`config.mk`:
```
export PLATFORM = sky130hd
export DESIGN_NAME = dis_input_select
export DESIGN_NICKNAME = d
export VERILOG_FILES = /design/src/dis_pkg.sv /design/src/dis_input_select.sv
export SDC_FILE = /design/constraint.sdc
export NUM_CORES = 1
export LEC_CHECK = 0
export ABC_AREA = 1
export CORE_MARGIN = 5
export CORE_UTILIZATION = 52
export DETAILED_ROUTE_END_ITERATION = 6
export DONT_BUFFER_PORTS = 1
export GPL_TIMING_DRIVEN = 0
export PLACE_DENSITY = 0.67
export SETUP_SLACK_MARGIN = 0.5
export SYNTH_ARGS = -nofsm -noshare
export SYNTH_HDL_FRONTEND = slang
export SYNTH_SLANG_ARGS = --single-unit
```
`constraint.sdc`:
```
create_clock -name I_CORE_CLK -period 14.6 [get_ports I_CORE_CLK]
set_input_delay 2.19 -clock I_CORE_CLK [delete_from_list [all_inputs] [get_ports I_CORE_CLK]]
set_output_delay 2.19 -clock I_CORE_CLK [all_outputs]
set_load 0.05 [all_outputs]
```
`src/dis_pkg.sv`:
```
// package: register map, field layouts and reset values for input source select
package dis_pkg;

    // ------------------------------------------------------------------
    // register byte addresses (apb, one aligned word each)
    // ------------------------------------------------------------------
    localparam logic [7:0] DIS_ADDR_OPTION = 8'h00; // alarm_reset_warning_option
    localparam logic [7:0] DIS_ADDR_NINTH  = 8'h04; // ninth_input_function_select
    localparam logic [7:0] DIS_ADDR_CONTACT = 8'h08; // comm_input_contact_state
    localparam logic [7:0] DIS_ADDR_SOURCE = 8'h0C; // input_source_select
    localparam logic [7:0] DIS_ADDR_FUNC_LO = 8'h10; // functions of inputs 1..4
    localparam logic [7:0] DIS_ADDR_FUNC_HI = 8'h14; // functions of inputs 5..8
    localparam logic [7:0] DIS_ADDR_STATUS = 8'h18; // live logical inputs, ro
    localparam logic [7:0] DIS_ADDR_IRQ_STAT = 8'h1C; // sticky events, w1c
    localparam logic [7:0] DIS_ADDR_IRQ_MASK = 8'h20; // interrupt enables

    // ------------------------------------------------------------------
    // widths, fields and reset values
    // ------------------------------------------------------------------
    localparam int          DIS_NUM_IN      = 9;
    localparam int          DIS_FUNC_W      = 6;
    localparam int          DIS_REG_W       = 16;
    localparam int          DIS_OPT_X_BIT   = 0;
    localparam int          DIS_OPT_Y_BIT   = 4;
    localparam logic [15:0] DIS_OPTION_MASK = 16'h0011;
    localparam logic [15:0] DIS_OPTION_RST  = 16'h0000;
    localparam logic [5:0]  DIS_NINTH_RST   = 6'h18;
    localparam logic [5:0]  DIS_FUNC_RST    = 6'h00;
    localparam logic [8:0]  DIS_CONTACT_RST = 9'h000;
    localparam logic [8:0]  DIS_SOURCE_RST  = 9'h000;
    localparam int          DIS_FUNC_STRIDE = 8;  // one function code a byte
    localparam logic [31:0] DIS_ZERO_WORD   = 32'h0000_0000;

    // interrupt event bit positions
    localparam int DIS_EV_ALARM   = 0;  // alarm output asserted
    localparam int DIS_EV_WARNING = 1;  // warning input rose
    localparam int DIS_EV_CHANGE  = 2;  // any logical input changed
    localparam int DIS_NUM_EV     = 3;

    // apb request carried as one bundle
    typedef struct packed {
        logic        sel;
        logic        enable;
        logic        write;
        logic [7:0]  addr;
        logic [31:0] wdata;
    } dis_apb_req_t;

endpackage : dis_pkg

```
`src/dis_input_select.sv`:
```
// digital input source select with comm contacts, alarm options and apb regs
//
// Summary of operation
// alarm reset held: drive switching off when option x is 0, on if 1
// on warning, alarm output stays off if option y 0, asserts if 1
// ninth input function code settable, resets to 0018h, accepts up to 003Fh
// contact bits 0..8 map onto logical inputs one through nine in order
// each contact bit: 0 means off, 1 means on
// source bit 1 takes contact bit, source bit 0 takes hardware terminal
// reading contact register returns stored contact bits, set means on
// contact write updates contacts only; following depends on source bit
// input on communication source ignores its hardware terminal completely
// inputs one to eight use own function codes, input nine the ninth code
// selected input vector is registered every clock edge
`timescale 1ns/10ps

module dis_input_select
    import dis_pkg::*;
#(
    parameter int NUM_IN = DIS_NUM_IN
) (
    input  wire logic                         I_CORE_CLK,
    input  wire logic                         I_RESET,
    // apb slave
    input  wire logic                         I_PSEL,
    input  wire logic                         I_PENABLE,
    input  wire logic                         I_PWRITE,
    input  wire logic [7:0]                   I_PADDR,
    input  wire logic [31:0]                  I_PWDATA,
    output logic      [31:0]                  O_PRDATA,
    output logic                              O_PREADY,
    output logic                              O_PSLVERR,
    // hardware terminals and device events (asynchronous)
    input  wire logic [NUM_IN-1:0]            I_HW_TERMINAL,
    input  wire logic                         I_ALARM_RESET,
    input  wire logic                         I_WARNING,
    input  wire logic                         I_ALARM,
    // outputs to the drive core
    output logic      [NUM_IN-1:0]            O_LOGICAL_INPUTS,
    output logic      [NUM_IN*DIS_FUNC_W-1:0] O_INPUT_FUNCTIONS,
    output logic                              O_PWM_ENABLE,
    output logic                              O_ALARM_OUTPUT,
    output logic                              O_WARNING_OUTPUT,
    output logic                              O_IRQ
);

    // ------------------------------------------------------------------
    // apb decode
    // ------------------------------------------------------------------
    dis_apb_req_t req;
    assign req = '{sel: I_PSEL, enable: I_PENABLE, write: I_PWRITE,
                   addr: I_PADDR, wdata: I_PWDATA};

    // true when an address belongs to the register map
    function automatic logic dis_mapped(input logic [7:0] a);
        if (a == DIS_ADDR_OPTION || a == DIS_ADDR_NINTH) begin
            return 1'b1;
        end else if (a == DIS_ADDR_CONTACT || a == DIS_ADDR_SOURCE) begin
            return 1'b1;
        end else if (a == DIS_ADDR_FUNC_LO || a == DIS_ADDR_FUNC_HI) begin
            return 1'b1;
        end else if (a == DIS_ADDR_STATUS || a == DIS_ADDR_IRQ_STAT) begin
            return 1'b1;
        end else if (a == DIS_ADDR_IRQ_MASK) begin
            return 1'b1;
        end else begin
            return 1'b0;
        end
    endfunction : dis_mapped

    // access phase seen, answer in the following cycle (one wait state per access)
    logic access;
    logic wr_en;
    assign access = req.sel && req.enable && O_PREADY;
    assign wr_en  = access && req.write && dis_mapped(req.addr);

    // ------------------------------------------------------------------
    // registers
    // ------------------------------------------------------------------
    logic [15:0]             option_q;
    logic [DIS_FUNC_W-1:0]   ninth_func_q;
    logic [NUM_IN-1:0]       contact_q;
    logic [NUM_IN-1:0]       source_q;
    logic [DIS_FUNC_W-1:0]   func_q [0:7];
    logic [DIS_NUM_EV-1:0]   irq_stat_q;
    logic [DIS_NUM_EV-1:0]   irq_mask_q;

    // option bits outside x and y are reserved and stay zero
    always_ff @(posedge I_CORE_CLK or posedge I_RESET) begin
        if (I_RESET) begin
            option_q <= DIS_OPTION_RST;
        end else if (wr_en && req.addr == DIS_ADDR_OPTION) begin
            option_q <= req.wdata[15:0] & DIS_OPTION_MASK;
        end
    end

    // ninth terminal function, six-bit code spans 00h..3Fh
    always_ff @(posedge I_CORE_CLK or posedge I_RESET) begin
        if (I_RESET) begin
            ninth_func_q <= DIS_NINTH_RST;
        end else if (wr_en && req.addr == DIS_ADDR_NINTH) begin
            ninth_func_q <= req.wdata[DIS_FUNC_W-1:0];
        end
    end

    // contact write touches only the contact states
    always_ff @(posedge I_CORE_CLK or posedge I_RESET) begin
        if (I_RESET) begin
            contact_q <= DIS_CONTACT_RST;
        end else if (wr_en && req.addr == DIS_ADDR_CONTACT) begin
            contact_q <= req.wdata[NUM_IN-1:0];
        end
    end

    // source select, one bit per logical input
    always_ff @(posedge I_CORE_CLK or posedge I_RESET) begin
        if (I_RESET) begin
            source_q <= DIS_SOURCE_RST;
        end else if (wr_en && req.addr == DIS_ADDR_SOURCE) begin
            source_q <= req.wdata[NUM_IN-1:0];
        end
    end

    // function codes of inputs one to eight, four per word
    genvar gf;
    generate
        for (gf = 0; gf < 8; gf++) begin : g_func
            localparam logic [7:0] FADDR = (gf < 4) ? DIS_ADDR_FUNC_LO
                                                    : DIS_ADDR_FUNC_HI;
            localparam int LSB = (gf % 4) * DIS_FUNC_STRIDE;
            always_ff @(posedge I_CORE_CLK or posedge I_RESET) begin
                if (I_RESET) begin
                    func_q[gf] <= DIS_FUNC_RST;
                end else if (wr_en && req.addr == FADDR) begin
                    func_q[gf] <= req.wdata[LSB +: DIS_FUNC_W];
                end
            end
        end
    endgenerate

    // ------------------------------------------------------------------
    // terminal synchronisers, two flops before any use
    // ------------------------------------------------------------------
    logic [NUM_IN+2:0] sync1_q;
    logic [NUM_IN+2:0] sync2_q;

    always_ff @(posedge I_CORE_CLK or posedge I_RESET) begin
        if (I_RESET) begin
            sync1_q <= '0;
            sync2_q <= '0;
        end else begin
            sync1_q <= {I_ALARM, I_WARNING, I_ALARM_RESET, I_HW_TERMINAL};
            sync2_q <= sync1_q;
        end
    end

    logic [NUM_IN-1:0] hw_s;
    logic              alarm_reset_s;
    logic              warning_s;
    logic              alarm_s;
    assign hw_s          = sync2_q[NUM_IN-1:0];
    assign alarm_reset_s = sync2_q[NUM_IN];
    assign warning_s     = sync2_q[NUM_IN+1];
    assign alarm_s       = sync2_q[NUM_IN+2];

    // ------------------------------------------------------------------
    // input selection
    // ------------------------------------------------------------------
    // mux instead of or-ing: a comm-sourced input never sees its terminal
    logic [NUM_IN-1:0] sel_d;
    assign sel_d = (source_q & contact_q) | (~source_q & hw_s);

    logic [NUM_IN-1:0] logical_q;
    always_ff @(posedge I_CORE_CLK or posedge I_RESET) begin
        if (I_RESET) begin
            logical_q <= '0;
        end else begin
            logical_q <= sel_d;
        end
    end
    assign O_LOGICAL_INPUTS = logical_q;

    // function code bus, registered; input nine uses the ninth code
    always_ff @(posedge I_CORE_CLK or posedge I_RESET) begin
        if (I_RESET) begin
            O_INPUT_FUNCTIONS <= '0;
        end else begin
            for (int i = 0; i < 8; i++) begin
                O_INPUT_FUNCTIONS[i*DIS_FUNC_W +: DIS_FUNC_W] <= func_q[i];
            end
            O_INPUT_FUNCTIONS[8*DIS_FUNC_W +: DIS_FUNC_W] <= ninth_func_q;
        end
    end

    // ------------------------------------------------------------------
    // alarm reset and warning options
    // ------------------------------------------------------------------
    logic warn_alarm;
    assign warn_alarm = warning_s && option_q[DIS_OPT_Y_BIT];

    always_ff @(posedge I_CORE_CLK or posedge I_RESET) begin
        if (I_RESET) begin
            O_PWM_ENABLE     <= 1'b0;
            O_ALARM_OUTPUT   <= 1'b0;
            O_WARNING_OUTPUT <= 1'b0;
        end else begin
            // outside alarm reset the drive core owns switching, so enabled
            O_PWM_ENABLE     <= !alarm_reset_s || option_q[DIS_OPT_X_BIT];
            O_ALARM_OUTPUT   <= alarm_s || warn_alarm;
            O_WARNING_OUTPUT <= warning_s;
        end
    end

    // ------------------------------------------------------------------
    // interrupts: sticky events, set wins over write-one-clear
    // ------------------------------------------------------------------
    logic             warn_prev_q;
    logic [DIS_NUM_EV-1:0] ev;
    always_ff @(posedge I_CORE_CLK or posedge I_RESET) begin
        if (I_RESET) begin
            warn_prev_q <= 1'b0;
        end else begin
            warn_prev_q <= warning_s;
        end
    end

    always_comb begin
        ev                 = '0;
        ev[DIS_EV_ALARM]   = alarm_s || warn_alarm;
        ev[DIS_EV_WARNING] = warning_s && !warn_prev_q;
        ev[DIS_EV_CHANGE]  = sel_d != logical_q;
    end

    always_ff @(posedge I_CORE_CLK or posedge I_RESET) begin
        if (I_RESET) begin
            irq_stat_q <= '0;
        end else begin
            if (wr_en && req.addr == DIS_ADDR_IRQ_STAT) begin
                irq_stat_q <= (irq_stat_q & ~req.wdata[DIS_NUM_EV-1:0]) | ev;
            end else begin
                irq_stat_q <= irq_stat_q | ev;
            end
        end
    end

    always_ff @(posedge I_CORE_CLK or posedge I_RESET) begin
        if (I_RESET) begin
            irq_mask_q <= '0;
        end else if (wr_en && req.addr == DIS_ADDR_IRQ_MASK) begin
            irq_mask_q <= req.wdata[DIS_NUM_EV-1:0];
        end
    end

    // irq lags the status bit by one cycle, keeps the output a flop
    always_ff @(posedge I_CORE_CLK or posedge I_RESET) begin
        if (I_RESET) begin
            O_IRQ <= 1'b0;
        end else begin
            O_IRQ <= |(irq_stat_q & irq_mask_q);
        end
    end

    // ------------------------------------------------------------------
    // apb answer: pready one cycle into the access phase
    // ------------------------------------------------------------------
    logic [31:0] rd_d;
    always_comb begin
        rd_d = DIS_ZERO_WORD;
        if (req.addr == DIS_ADDR_OPTION) begin
            rd_d[15:0] = option_q;
        end else if (req.addr == DIS_ADDR_NINTH) begin
            rd_d[DIS_FUNC_W-1:0] = ninth_func_q;
        end else if (req.addr == DIS_ADDR_CONTACT) begin
            rd_d[NUM_IN-1:0] = contact_q;
        end else if (req.addr == DIS_ADDR_SOURCE) begin
            rd_d[NUM_IN-1:0] = source_q;
        end else if (req.addr == DIS_ADDR_FUNC_LO) begin
            for (int i = 0; i < 4; i++) begin
                rd_d[i*DIS_FUNC_STRIDE +: DIS_FUNC_W] = func_q[i];
            end
        end else if (req.addr == DIS_ADDR_FUNC_HI) begin
            for (int i = 0; i < 4; i++) begin
                rd_d[i*DIS_FUNC_STRIDE +: DIS_FUNC_W] = func_q[i+4];
            end
        end else if (req.addr == DIS_ADDR_STATUS) begin
            rd_d[NUM_IN-1:0] = logical_q;
        end else if (req.addr == DIS_ADDR_IRQ_STAT) begin
            rd_d[DIS_NUM_EV-1:0] = irq_stat_q;
        end else if (req.addr == DIS_ADDR_IRQ_MASK) begin
            rd_d[DIS_NUM_EV-1:0] = irq_mask_q;
        end
    end

    always_ff @(posedge I_CORE_CLK or posedge I_RESET) begin
        if (I_RESET) begin
            O_PREADY  <= 1'b0;
            O_PRDATA  <= DIS_ZERO_WORD;
            O_PSLVERR <= 1'b0;
        end else if (req.sel && req.enable && !O_PREADY) begin
            O_PREADY  <= 1'b1;
            O_PRDATA  <= req.write ? DIS_ZERO_WORD : rd_d;
            O_PSLVERR <= !dis_mapped(req.addr);
        end else begin
            O_PREADY  <= 1'b0;
            O_PRDATA  <= DIS_ZERO_WORD;
            O_PSLVERR <= 1'b0;
        end
    end

endmodule : dis_input_select

```
# After elaboration in Yosys (flattened, before gate mapping)

Index checks and enable logic that the tools add are counted.
Widths: inputs -> output; s select.

Bits of input ports: 57
Register bits: 205

Equal/unequal tests: 9
Mux-type cells: 41
Bitwise gates (word level): 9
Reductions and logical operators: 27

Operators by type and width:

| operator           | count |
|---|---|
| $mux 6             | 17 |
| $mux 30            | 2 |
| $eq 8x5->1 const B | 4 |
| $and 9x9->9        | 2 |
| $mux 9             | 2 |
| $eq 8x4->1 const B | 2 |
| $logic_and 1x1->1  | 15 |
| $mux 5             | 3 |
| $mux 14            | 1 |
| $mux 3             | 4 |
| $mux 1             | 9 |
| $ne 9x9->1         | 1 |
| $not 9->9          | 1 |
| $or 9x9->9         | 1 |
| $eq 8x3->1 const B | 1 |
| $eq 8x6->1 const B | 1 |
| $logic_not 8->1    | 1 |
| $mux 8             | 1 |
| $and 3x3->3        | 2 |
| $logic_or 1x1->1   | 6 |
| $or 3x3->3         | 2 |
| $logic_not 1->1    | 4 |
| $mux 2             | 2 |
| $not 3->3          | 1 |
| $reduce_or 3->1    | 1 |

# Logic depth before layout (Yosys ltp)

Gate-level depths: netlist of the first run.

Word-level depth: 12
Mapped depth: 13
Depth with buffers taken out: 11

# Worst setup path before layout of the first run

OpenSTA, ideal clock, no wires.

Path type: input-to-reg
From: input I_PADDR[6]
To: register func_q[2] (netlist bit)
Arrival time: 3.428 ns
Setup slack: 11.049 ns
Path buffers: 3
Stages on the path: 13
Library setup time: 0.123 ns
Path through: inv_2 -> nand2_2 -> nor2_4 -> nand2_1 -> nand2_1 -> nor2_2 -> nand2_4 -> buf_8 -> nand3_4 -> buf_12 -> buf_12 -> nand2_4 -> o21ai_2

Cells in the longest elaborated chain, start to end: 8
Elaborated cells between the ends (all ways): 20

RTL lines:

| item                                              | RTL line                                       | text |
|---|---|---|
| from (decl)                                       | dis_input_select.sv:28                         | `input wire logic [7:0] I_PADDR,` |
| $eq 8x6->1 / $eq 8x5->1 (equally long branches)   | dis_input_select.sv:64, dis_input_select.sv:62 |  |
| $mux 1 / $logic_or 1x1->1 (equally long branches) | dis_input_select.sv:64, dis_input_select.sv:62 |  |
| $mux 1                                            | dis_input_select.sv:62                         | `end else if (a == DIS_ADDR_STATUS \|\| a == DIS_ADDR_IRQ_STAT) begin` |
| $mux 1                                            | dis_input_select.sv:60                         | `end else if (a == DIS_ADDR_FUNC_LO \|\| a == DIS_ADDR_FUNC_HI) begin` |
| $mux 1                                            | dis_input_select.sv:58                         | `end else if (a == DIS_ADDR_CONTACT \|\| a == DIS_ADDR_SOURCE) begin` |
| $mux 1                                            | dis_input_select.sv:56                         | `if (a == DIS_ADDR_OPTION \|\| a == DIS_ADDR_NINTH) begin` |
| $logic_and 1x1->1                                 | dis_input_select.sv:75                         | `assign wr_en = access && req.write && dis_mapped(req.addr);` |
| $logic_and 1x1->1 (*)                             | dis_input_select.sv:134                        | `end else if (wr_en && req.addr == FADDR) begin` |
| to (signal, indexed assignment)                   | dis_input_select.sv:135                        | `func_q[gf] <= req.wdata[LSB +: DIS_FUNC_W];` |
| to (decl)                                         | dis_input_select.sv:84                         | `logic [DIS_FUNC_W-1:0] func_q [0:7];` |

Mark *: on every way between the ends. The rest lies on a longest branch, timed or not.
A chain may end at the register's enable or synchronous reset.

# Worst setup path in the final report of the first run

From: input I_PADDR[1]
To: register source_q[4]

Cells in the longest elaborated chain, start to end: 8
Elaborated cells between the ends (all ways): 20

RTL lines:

| item                                              | RTL line                                       | text |
|---|---|---|
| $eq 8x6->1 / $eq 8x5->1 (equally long branches)   | dis_input_select.sv:64, dis_input_select.sv:62 |  |
| $mux 1 / $logic_or 1x1->1 (equally long branches) | dis_input_select.sv:64, dis_input_select.sv:62 |  |
| $mux 1                                            | dis_input_select.sv:62                         |  |
| $mux 1                                            | dis_input_select.sv:60                         |  |
| $mux 1                                            | dis_input_select.sv:58                         |  |
| $mux 1                                            | dis_input_select.sv:56                         |  |
| $logic_and 1x1->1                                 | dis_input_select.sv:75                         |  |
| $logic_and 1x1->1 (*)                             | dis_input_select.sv:119                        | `end else if (wr_en && req.addr == DIS_ADDR_SOURCE) begin` |
| to (signal assigned)                              | dis_input_select.sv:120                        | `source_q <= req.wdata[NUM_IN-1:0];` |
| to (decl)                                         | dis_input_select.sv:83                         | `logic [NUM_IN-1:0] source_q;` |

Marks and branches as above.

==> out/metrics.csv, run 1 <==
stage;metric;value;unit
timing;min Tclk post-route;3490;ps
cells_and_area;ant diodes;0;
timing;RSZ-0062 raised after global routing;no;
clocking;H-tree Lvls;4;
timing;Finish-stage setup viols;0;
clocking;CTS resizes;0;
power;Leak;0.00420;µW
setup_path;kind of critical path;primary input to register;
power;Sw Pwr;245;µW
job;max cap viols;0;
die;Core Box Area;14400;µm²
yosys;Synth cell types;34;
timing;Clock Skew;8.16;ps
yosys;synth warn;0;
global_route;Congestion Overflow GR;0;
routing;DR iter-0 viols;320;
yosys;Post-Synth XOR/XNOR Area;0.00461;
yosys;post-synth top area cell;dfrtp_1;
setup_path;Startpoint Class;primary input;
power;combinational power share;0.033;
global_route;first-pass GRT wire length;26900;µm
global_route;vias in the first global route;4899;
yosys;Post-Synthesis Cells;700;
placement;GP Congestion;0.871;
timing;Final Hold Fails;0;
die;initial cell density of the core;0.527;
timing;fin. max-slew vios;0;
die;Vert. Die Dim;131;µm
global_route;initial antenna violation count;0;
timing;Worst slew margin;0.559;
power;Final Power;1070;µW
die;die area;17100;µm²
yosys;mux cell area share after synthesis;0;
clocking;CTS tree;done;
placement;placed wire-length estimate;12300;µm
timing;Max Freq;286;MHz
yosys;Yosys reg bits;199;
timing;Worst Tran Pin Value;662;ps
cells_and_area;layout cells sized above 1;0.182;
setup_path;worst endpoint data arrival time;3790;ps
yosys;Synth Area in Simple Gates;0.165;
yosys;sequential fraction of the synthesis area;0.655;
power;PwrDens;126;nW/µm²
worst_hold_path;Hold Crit Start;sync1_q[3];
die;Core Rows;44;
power;peak supply drop;0.0699;mV
clocking;Post-CTS Hold Buffers;0;
yosys;average cell area after synthesis;10.9;µm²
power;Switching Share;0.230;
routing;Vias/cell;5.26;
routing;routed len/inst;18.6;µm
cells_and_area;Layout area overhead;11.5;%
die;Die Wd;131;µm
power;Cell Int Power;822;µW
cells_and_area;fillers;1218;
worst_hold_path;hold crit path type;register to register;
yosys;largest family of logic cells by synthesized area;simple AND/OR/NAND/NOR gates;
run_status;outcome;completed;
clocking;Worst-path clk slew;70;ps
placement;Placed Area;7890;µm²
setup_path;crit-path max FO;10;
routing;via count;4849;
setup_path;Worst Setup SP;I_PADDR[1];
yosys;Compound-Gate Fraction of Synth Area;0.111;
placement;Port Buffers;0;
die;IO Pins;158;
yosys;largest cells by area after synthesis;dfrtp_1 (65%), nand2_1 (7.5%), o21ai_2 (3.3%), inv_1 (3.2%), o21ai_0 (3.1%);
routing;Detail Route Antenna Nets;0;
cells_and_area;nets@finish;782;
global_route;largest net degree at the start of global routing;126;
clocking;Longest Clk Path Bufs;2;
global_route;Total GRT Usage;0.209;
routing;Routed Wire Length;17200;µm
timing;Setup TNS;0;ps
yosys;post-synth top area share;0.648;
cells_and_area;fin util;0.588;
cells_and_area;finished layout cell area;8480;µm²
yosys;Post-Syn Area;7610;µm²
setup_path;Setup crit end kind;register;
timing;period utilisation layout;0.239;
power;clock share of power;0.436;
clocking;post-CTS setup buffer count;0;
routing;iteration count of the initial detailed-routing pass;5;
setup_path;Critical Path RT;14890;ps
setup_path;reg2reg start;O_PREADY;
clocking;cts bufs inserted;17;
clocking;clk_lat worst skew;440;ps
yosys;Post-Synth Adder-Cell Area;0;
power;Flop pwr share;0.531;
clocking;clock root buffer;clkbuf_16;
clocking;Sink Count;199;
routing;Post-route DRC;0;
-- placed cells by master (no fill, tap or decap), types with 4 or more instances in the layout --
cell type,instances
nor2_1,39
dfrtp_1,197
inv_1,64
nand4_1,4
a21oi_1,25
conb_1,6
xor2_1,4
nor2_4,4
inv_2,5
buf_2,10
nor2_2,4
o21ai_2,29
nand2_2,12
nand2_4,16
clkbuf_16,17
nand3_1,20
a32oi_1,8
buf_4,6
clkbuf_1,5
o21ai_0,47
o21ai_1,23
nand2_1,152
-- path summary, 6_finish.rpt --
kind | slack [ps] | to | cells past startpoint
min in group asynchronous | 1640 | O_IRQ | 1
setup / recovery | 11110 | source_q[4] | 10
setup reg to reg | 12350 | source_q[4] | 6
hold reg to reg | 350 | sync2_q[3] | 0
hold / removal | 350 | sync2_q[3] | 0
max in group asynchronous | 12010 | func_q[17] | 2
-- power groups by stage --
stage          combinational (µW)  sequential, µW  clock [µW]
2_1_floorplan                27.1             577           0
3_3_place_gp                 33.9             578           0
3_5_place_dp                 35.9             578           0
4_1_cts                      36.0             567         470
5_1_grt                      40.0             567         494
6_report                     35.3             567         465
-- synthesized netlist by cell type, drive strengths merged --
cell and number:
nand4 4, o21bai 3, nor2 47, or2 1, nand3b 1, conb 1, inv 71, nand3 24
dfrtp 197, nor3 3, o21ai 99, o221ai 2, xor2 4, dfstp 2, clkbuf 4, a32oi 8
nand2 180, buf 23, o211ai 1, a21oi 25
-- critical path, stage by stage --
cell,delay [ps]
inv_1,20
nand2_1,210
nor2_1,80
nand2_1,170
nand2_1,90
nor2_2,150
nand2_4,90
nand3_2,190
clkbuf_1,430
o21ai_0,160
-- flip-flops by register name, summed over array words and instances (netlist names), 9 cells and up --
signal,cells
contact_q,9
source_q,9
func_q,48
O_INPUT_FUNCTIONS,54
sync1_q,12
sync2_q,12
O_PRDATA,26
O_LOGICAL_INPUTS,9
-- per-layer routing --
metal | global-route usage | routed length [µm] | vias to the layer above
met2 | 0.334 | 8450 | 168
met5 | 0 | 0 | -
met4 | 0.0780 | 320 | 0
met1 | 0.273 | 7080 | 2368
met3 | 0.0614 | 1300 | 29
li1 | - | - | 2284
-- stage by stage --
stage | cells | worst slack, ps | hold slack, ps
4_1_cts | 922 | 11120 | 351
3_3_place_gp | 889 | 5370 | 333
3_5_place_dp | 890 | 10670 | 335
6_report | 922 | 11110 | 349
2_1_floorplan | 705 | 6990 | 331
5_1_grt | 922 | 10890 | 361
-- kinds of logic (layout without fill, tap and decap cells) --
logic type / count (synthesis) / count (layout)
compound gates: 138 / 138
flops: 199 / 199
other cells: 1 / 6
simple gates: 260 / 260
buf+inv: 98 / 131
xor+xnor: 4 / 4
-- layout make-up --
cell class / count / area, µm² / area share
Sequential cell: 199 / 4980 / 0.588
Multi-Input combinational cell: 408 / 2160 / 0.254
Clock buffer: 19 / 443 / 0.0522
Inverter: 71 / 277 / 0.0326
Tap cell: 184 / 230 / 0.0272
Buffer: 27 / 218 / 0.0257
Clock inverter: 13 / 145 / 0.0171
Timing Repair Buffer: 1 / 27.5 / 0.00325
Power figures use the tool's default switching activity.
==> run 2, diff against run 1 <==
Clock period 14.6 ns to 3.4 ns, I/O delays scaled along.
==> out/metrics.csv, run 2 (same netlist as run 1, synthesis figures left out) <==
stage;metric;value;unit;change
run_status;outcome;completed;;unchanged
power;PwrDens;535;nW/µm²;was 126 nW/µm²
setup_path;Critical Path RT;3730;ps;was 14890 ps
routing;Post-route DRC;0;;unchanged
setup_path;Critical-path top delay cell;dfrtp_1;;was clkbuf_1
routing;Vias/cell;5.27;;was 5.26
die;initial cell density of the core;0.527;;unchanged
cells_and_area;commonest non-fill, non-tap cell in the layout;dfrtp_1;;unchanged
global_route;Total GRT Usage;0.210;;was 0.209
timing;Clock Skew;7.80;ps;was 8.16 ps
power;Leak;0.00422;µW;was 0.00420 µW
die;Vert. Die Dim;131;µm;unchanged
timing;period utilisation layout;0.678;;
setup_path;crit-path leading delay family;flip-flops;;was simple AND/OR/NAND/NOR gates
cells_and_area;ant diodes;0;;unchanged
die;IO Pins;158;;unchanged
cells_and_area;layout cells sized above 1;0.184;;was 0.182
power;peak supply drop;0.338;mV;was 0.0699 mV
worst_hold_path;hold crit path type;primary input to async pin;;was register to register
placement;placed insts;893;;was 890
timing;Worst Tran Pin Value;658;ps;was 662 ps
cells_and_area;fin util;0.590;;was 0.588
setup_path;CP max stage delay;680;ps;was 430 ps
clocking;Post-CTS Hold Buffers;0;;unchanged
setup_path;Setup crit end kind;register;;unchanged
cells_and_area;nets@finish;785;;was 782
setup_path;crit-path max FO;10;;unchanged
cells_and_area;Top reg by flops;O_INPUT_FUNCTIONS;;unchanged
die;die area;17100;µm²;unchanged
placement;worst slack, placed;1080;ps;was 10670 ps
setup_path;Crit path buffers/inverters;2;;unchanged
clocking;H-tree Lvls;4;;unchanged
clocking;Longest Clk Path Bufs;2;;unchanged
placement;GP Congestion;0.921;;was 0.871
clocking;CTS tree;done;;unchanged
timing;Worst slew margin;0.560;;was 0.559
cells_and_area;post-route insts no fill;925;;was 922
clocking;CTS resizes;0;;unchanged
cells_and_area;max reg flops;54;;unchanged
setup_path;CP Cell Sequence;nand2_1 > nor2_1 > buf_2 > nand3_2 > clkbuf_1 > o21ai_0;;was inv_1 > nand2_1 > nor2_1 > nand2_1 > nand2_1 > nor2_2 > nand2_4 > nand3_2 > clkbuf_1 > o21ai_0
clocking;clock root buffer;clkbuf_16;;unchanged
global_route;initial antenna violation count;0;;unchanged
cells_and_area;commonest non-fill, non-tap cells in the layout;dfrtp_1 (197), nand2_1 (152), inv_1 (64);;unchanged
routing;Detail Route Antenna Nets;0;;unchanged
clocking;clk_lat worst skew;430;ps;was 440 ps
global_route;vias in the first global route;4922;;was 4899
timing;Finish-stage setup viols;0;;unchanged
cells_and_area;Top Registers;O_INPUT_FUNCTIONS x54, func_q x48, O_PRDATA x26;;unchanged
timing;fin. max-slew vios;0;;unchanged
clocking;post-CTS setup buffer count;0;;unchanged
routing;DR iter-0 viols;236;;was 320
routing;Routed Wire Length;17000;µm;was 17200 µm
clocking;Sink Count;199;;unchanged
setup_path;kind of critical path;register to register;;was primary input to register
timing;Max Freq;434;MHz;
placement;Port Buffers;0;;unchanged
setup_path;Startpoint Class;register;;was primary input
global_route;Congestion Overflow GR;0;;unchanged
routing;via count;4877;;was 4849
timing;min Tclk post-route;2310;ps;
timing;RSZ-0062 raised after global routing;no;;unchanged
die;Core Rows;44;;unchanged
routing;routed len/inst;18.4;µm;was 18.6 µm
routing;iteration count of the initial detailed-routing pass;5;;unchanged
timing;Setup WS post-layout;1090;ps;was 11110 ps
cells_and_area;Layout area overhead;12.0;%;was 11.5%
die;Core Box Area;14400;µm²;unchanged
timing;Final Hold Fails;0;;unchanged
global_route;first-pass GRT wire length;27000;µm;was 26900 µm
setup_path;worst endpoint data arrival time;2640;ps;was 3790 ps
clocking;Worst-path clk slew;70;ps;about the same
global_route;largest net degree at the start of global routing;46;;was 126
clocking;cts bufs inserted;17;;unchanged
placement;placed wire-length estimate;12400;µm;was 12300 µm
cells_and_area;fillers;1177;;was 1218
job;max cap viols;0;;unchanged
die;Die Wd;131;µm;unchanged
[run 2: report_power, final]
group          internal (µW)  switching, µW  total [µW]  leakage, µW
sequential              2390           44.7        2430      0.00267
clock                   1100            872        1970     0.000280
combinational           36.1            122         158      0.00127
total                   3520           1040        4560      0.00422
[run 2: stage by stage]
stage          power (µW)  TNS, ps  area [µm²]  hold slack [ps]
2_1_floorplan        2590        0        7630              331
3_5_place_dp         2640        0        7940              335
4_1_cts              4600        0        8520             46.7
5_1_grt              4720        0        8520             74.9
3_3_place_gp         2630   -90960        7860              332
6_report             4560        0        8520             46.8
[run 2: cell type report]
type | count | area, µm² | area share
plain buffers | 27 | 218 | 0.0256
flip-flops and latches | 199 | 4980 | 0.585
inverters | 71 | 273 | 0.0320
repair buffers | 4 | 80.1 | 0.00940
clock inverters | 13 | 145 | 0.0170
multi-input cells | 408 | 2160 | 0.253
well taps | 184 | 230 | 0.0270
clock buffers | 19 | 433 | 0.0508
[run 2: metal layers]
metal	vias up	wire length [µm]	track usage
met1	2427	7230	0.279
li1	2285	-	-
met2	146	8270	0.333
met5	-	0	0
met3	19	1250	0.0699
met4	0	257	0.0599
[run 2: worst paths after layout]
| kind | endpoint | startpoint | depth (start not counted) | slack, ps |
|---|---|---|---|---|
| hold / removal | O_INPUT_FUNCTIONS[34] | I_RESET | 1 | 50 |
| setup reg to reg | source_q[4] | O_PREADY | 6 | 1090 |
| hold reg to reg | sync2_q[11] | sync1_q[11] | 0 | 350 |
| setup / recovery | source_q[4] | O_PREADY | 6 | 1090 |
| min in group I_CORE_CLK | sync1_q[4] | I_HW_TERMINAL[4] | 0 | 100 |
| max in group asynchronous | ninth_func_q[3] | I_RESET | 3 | 2380 |
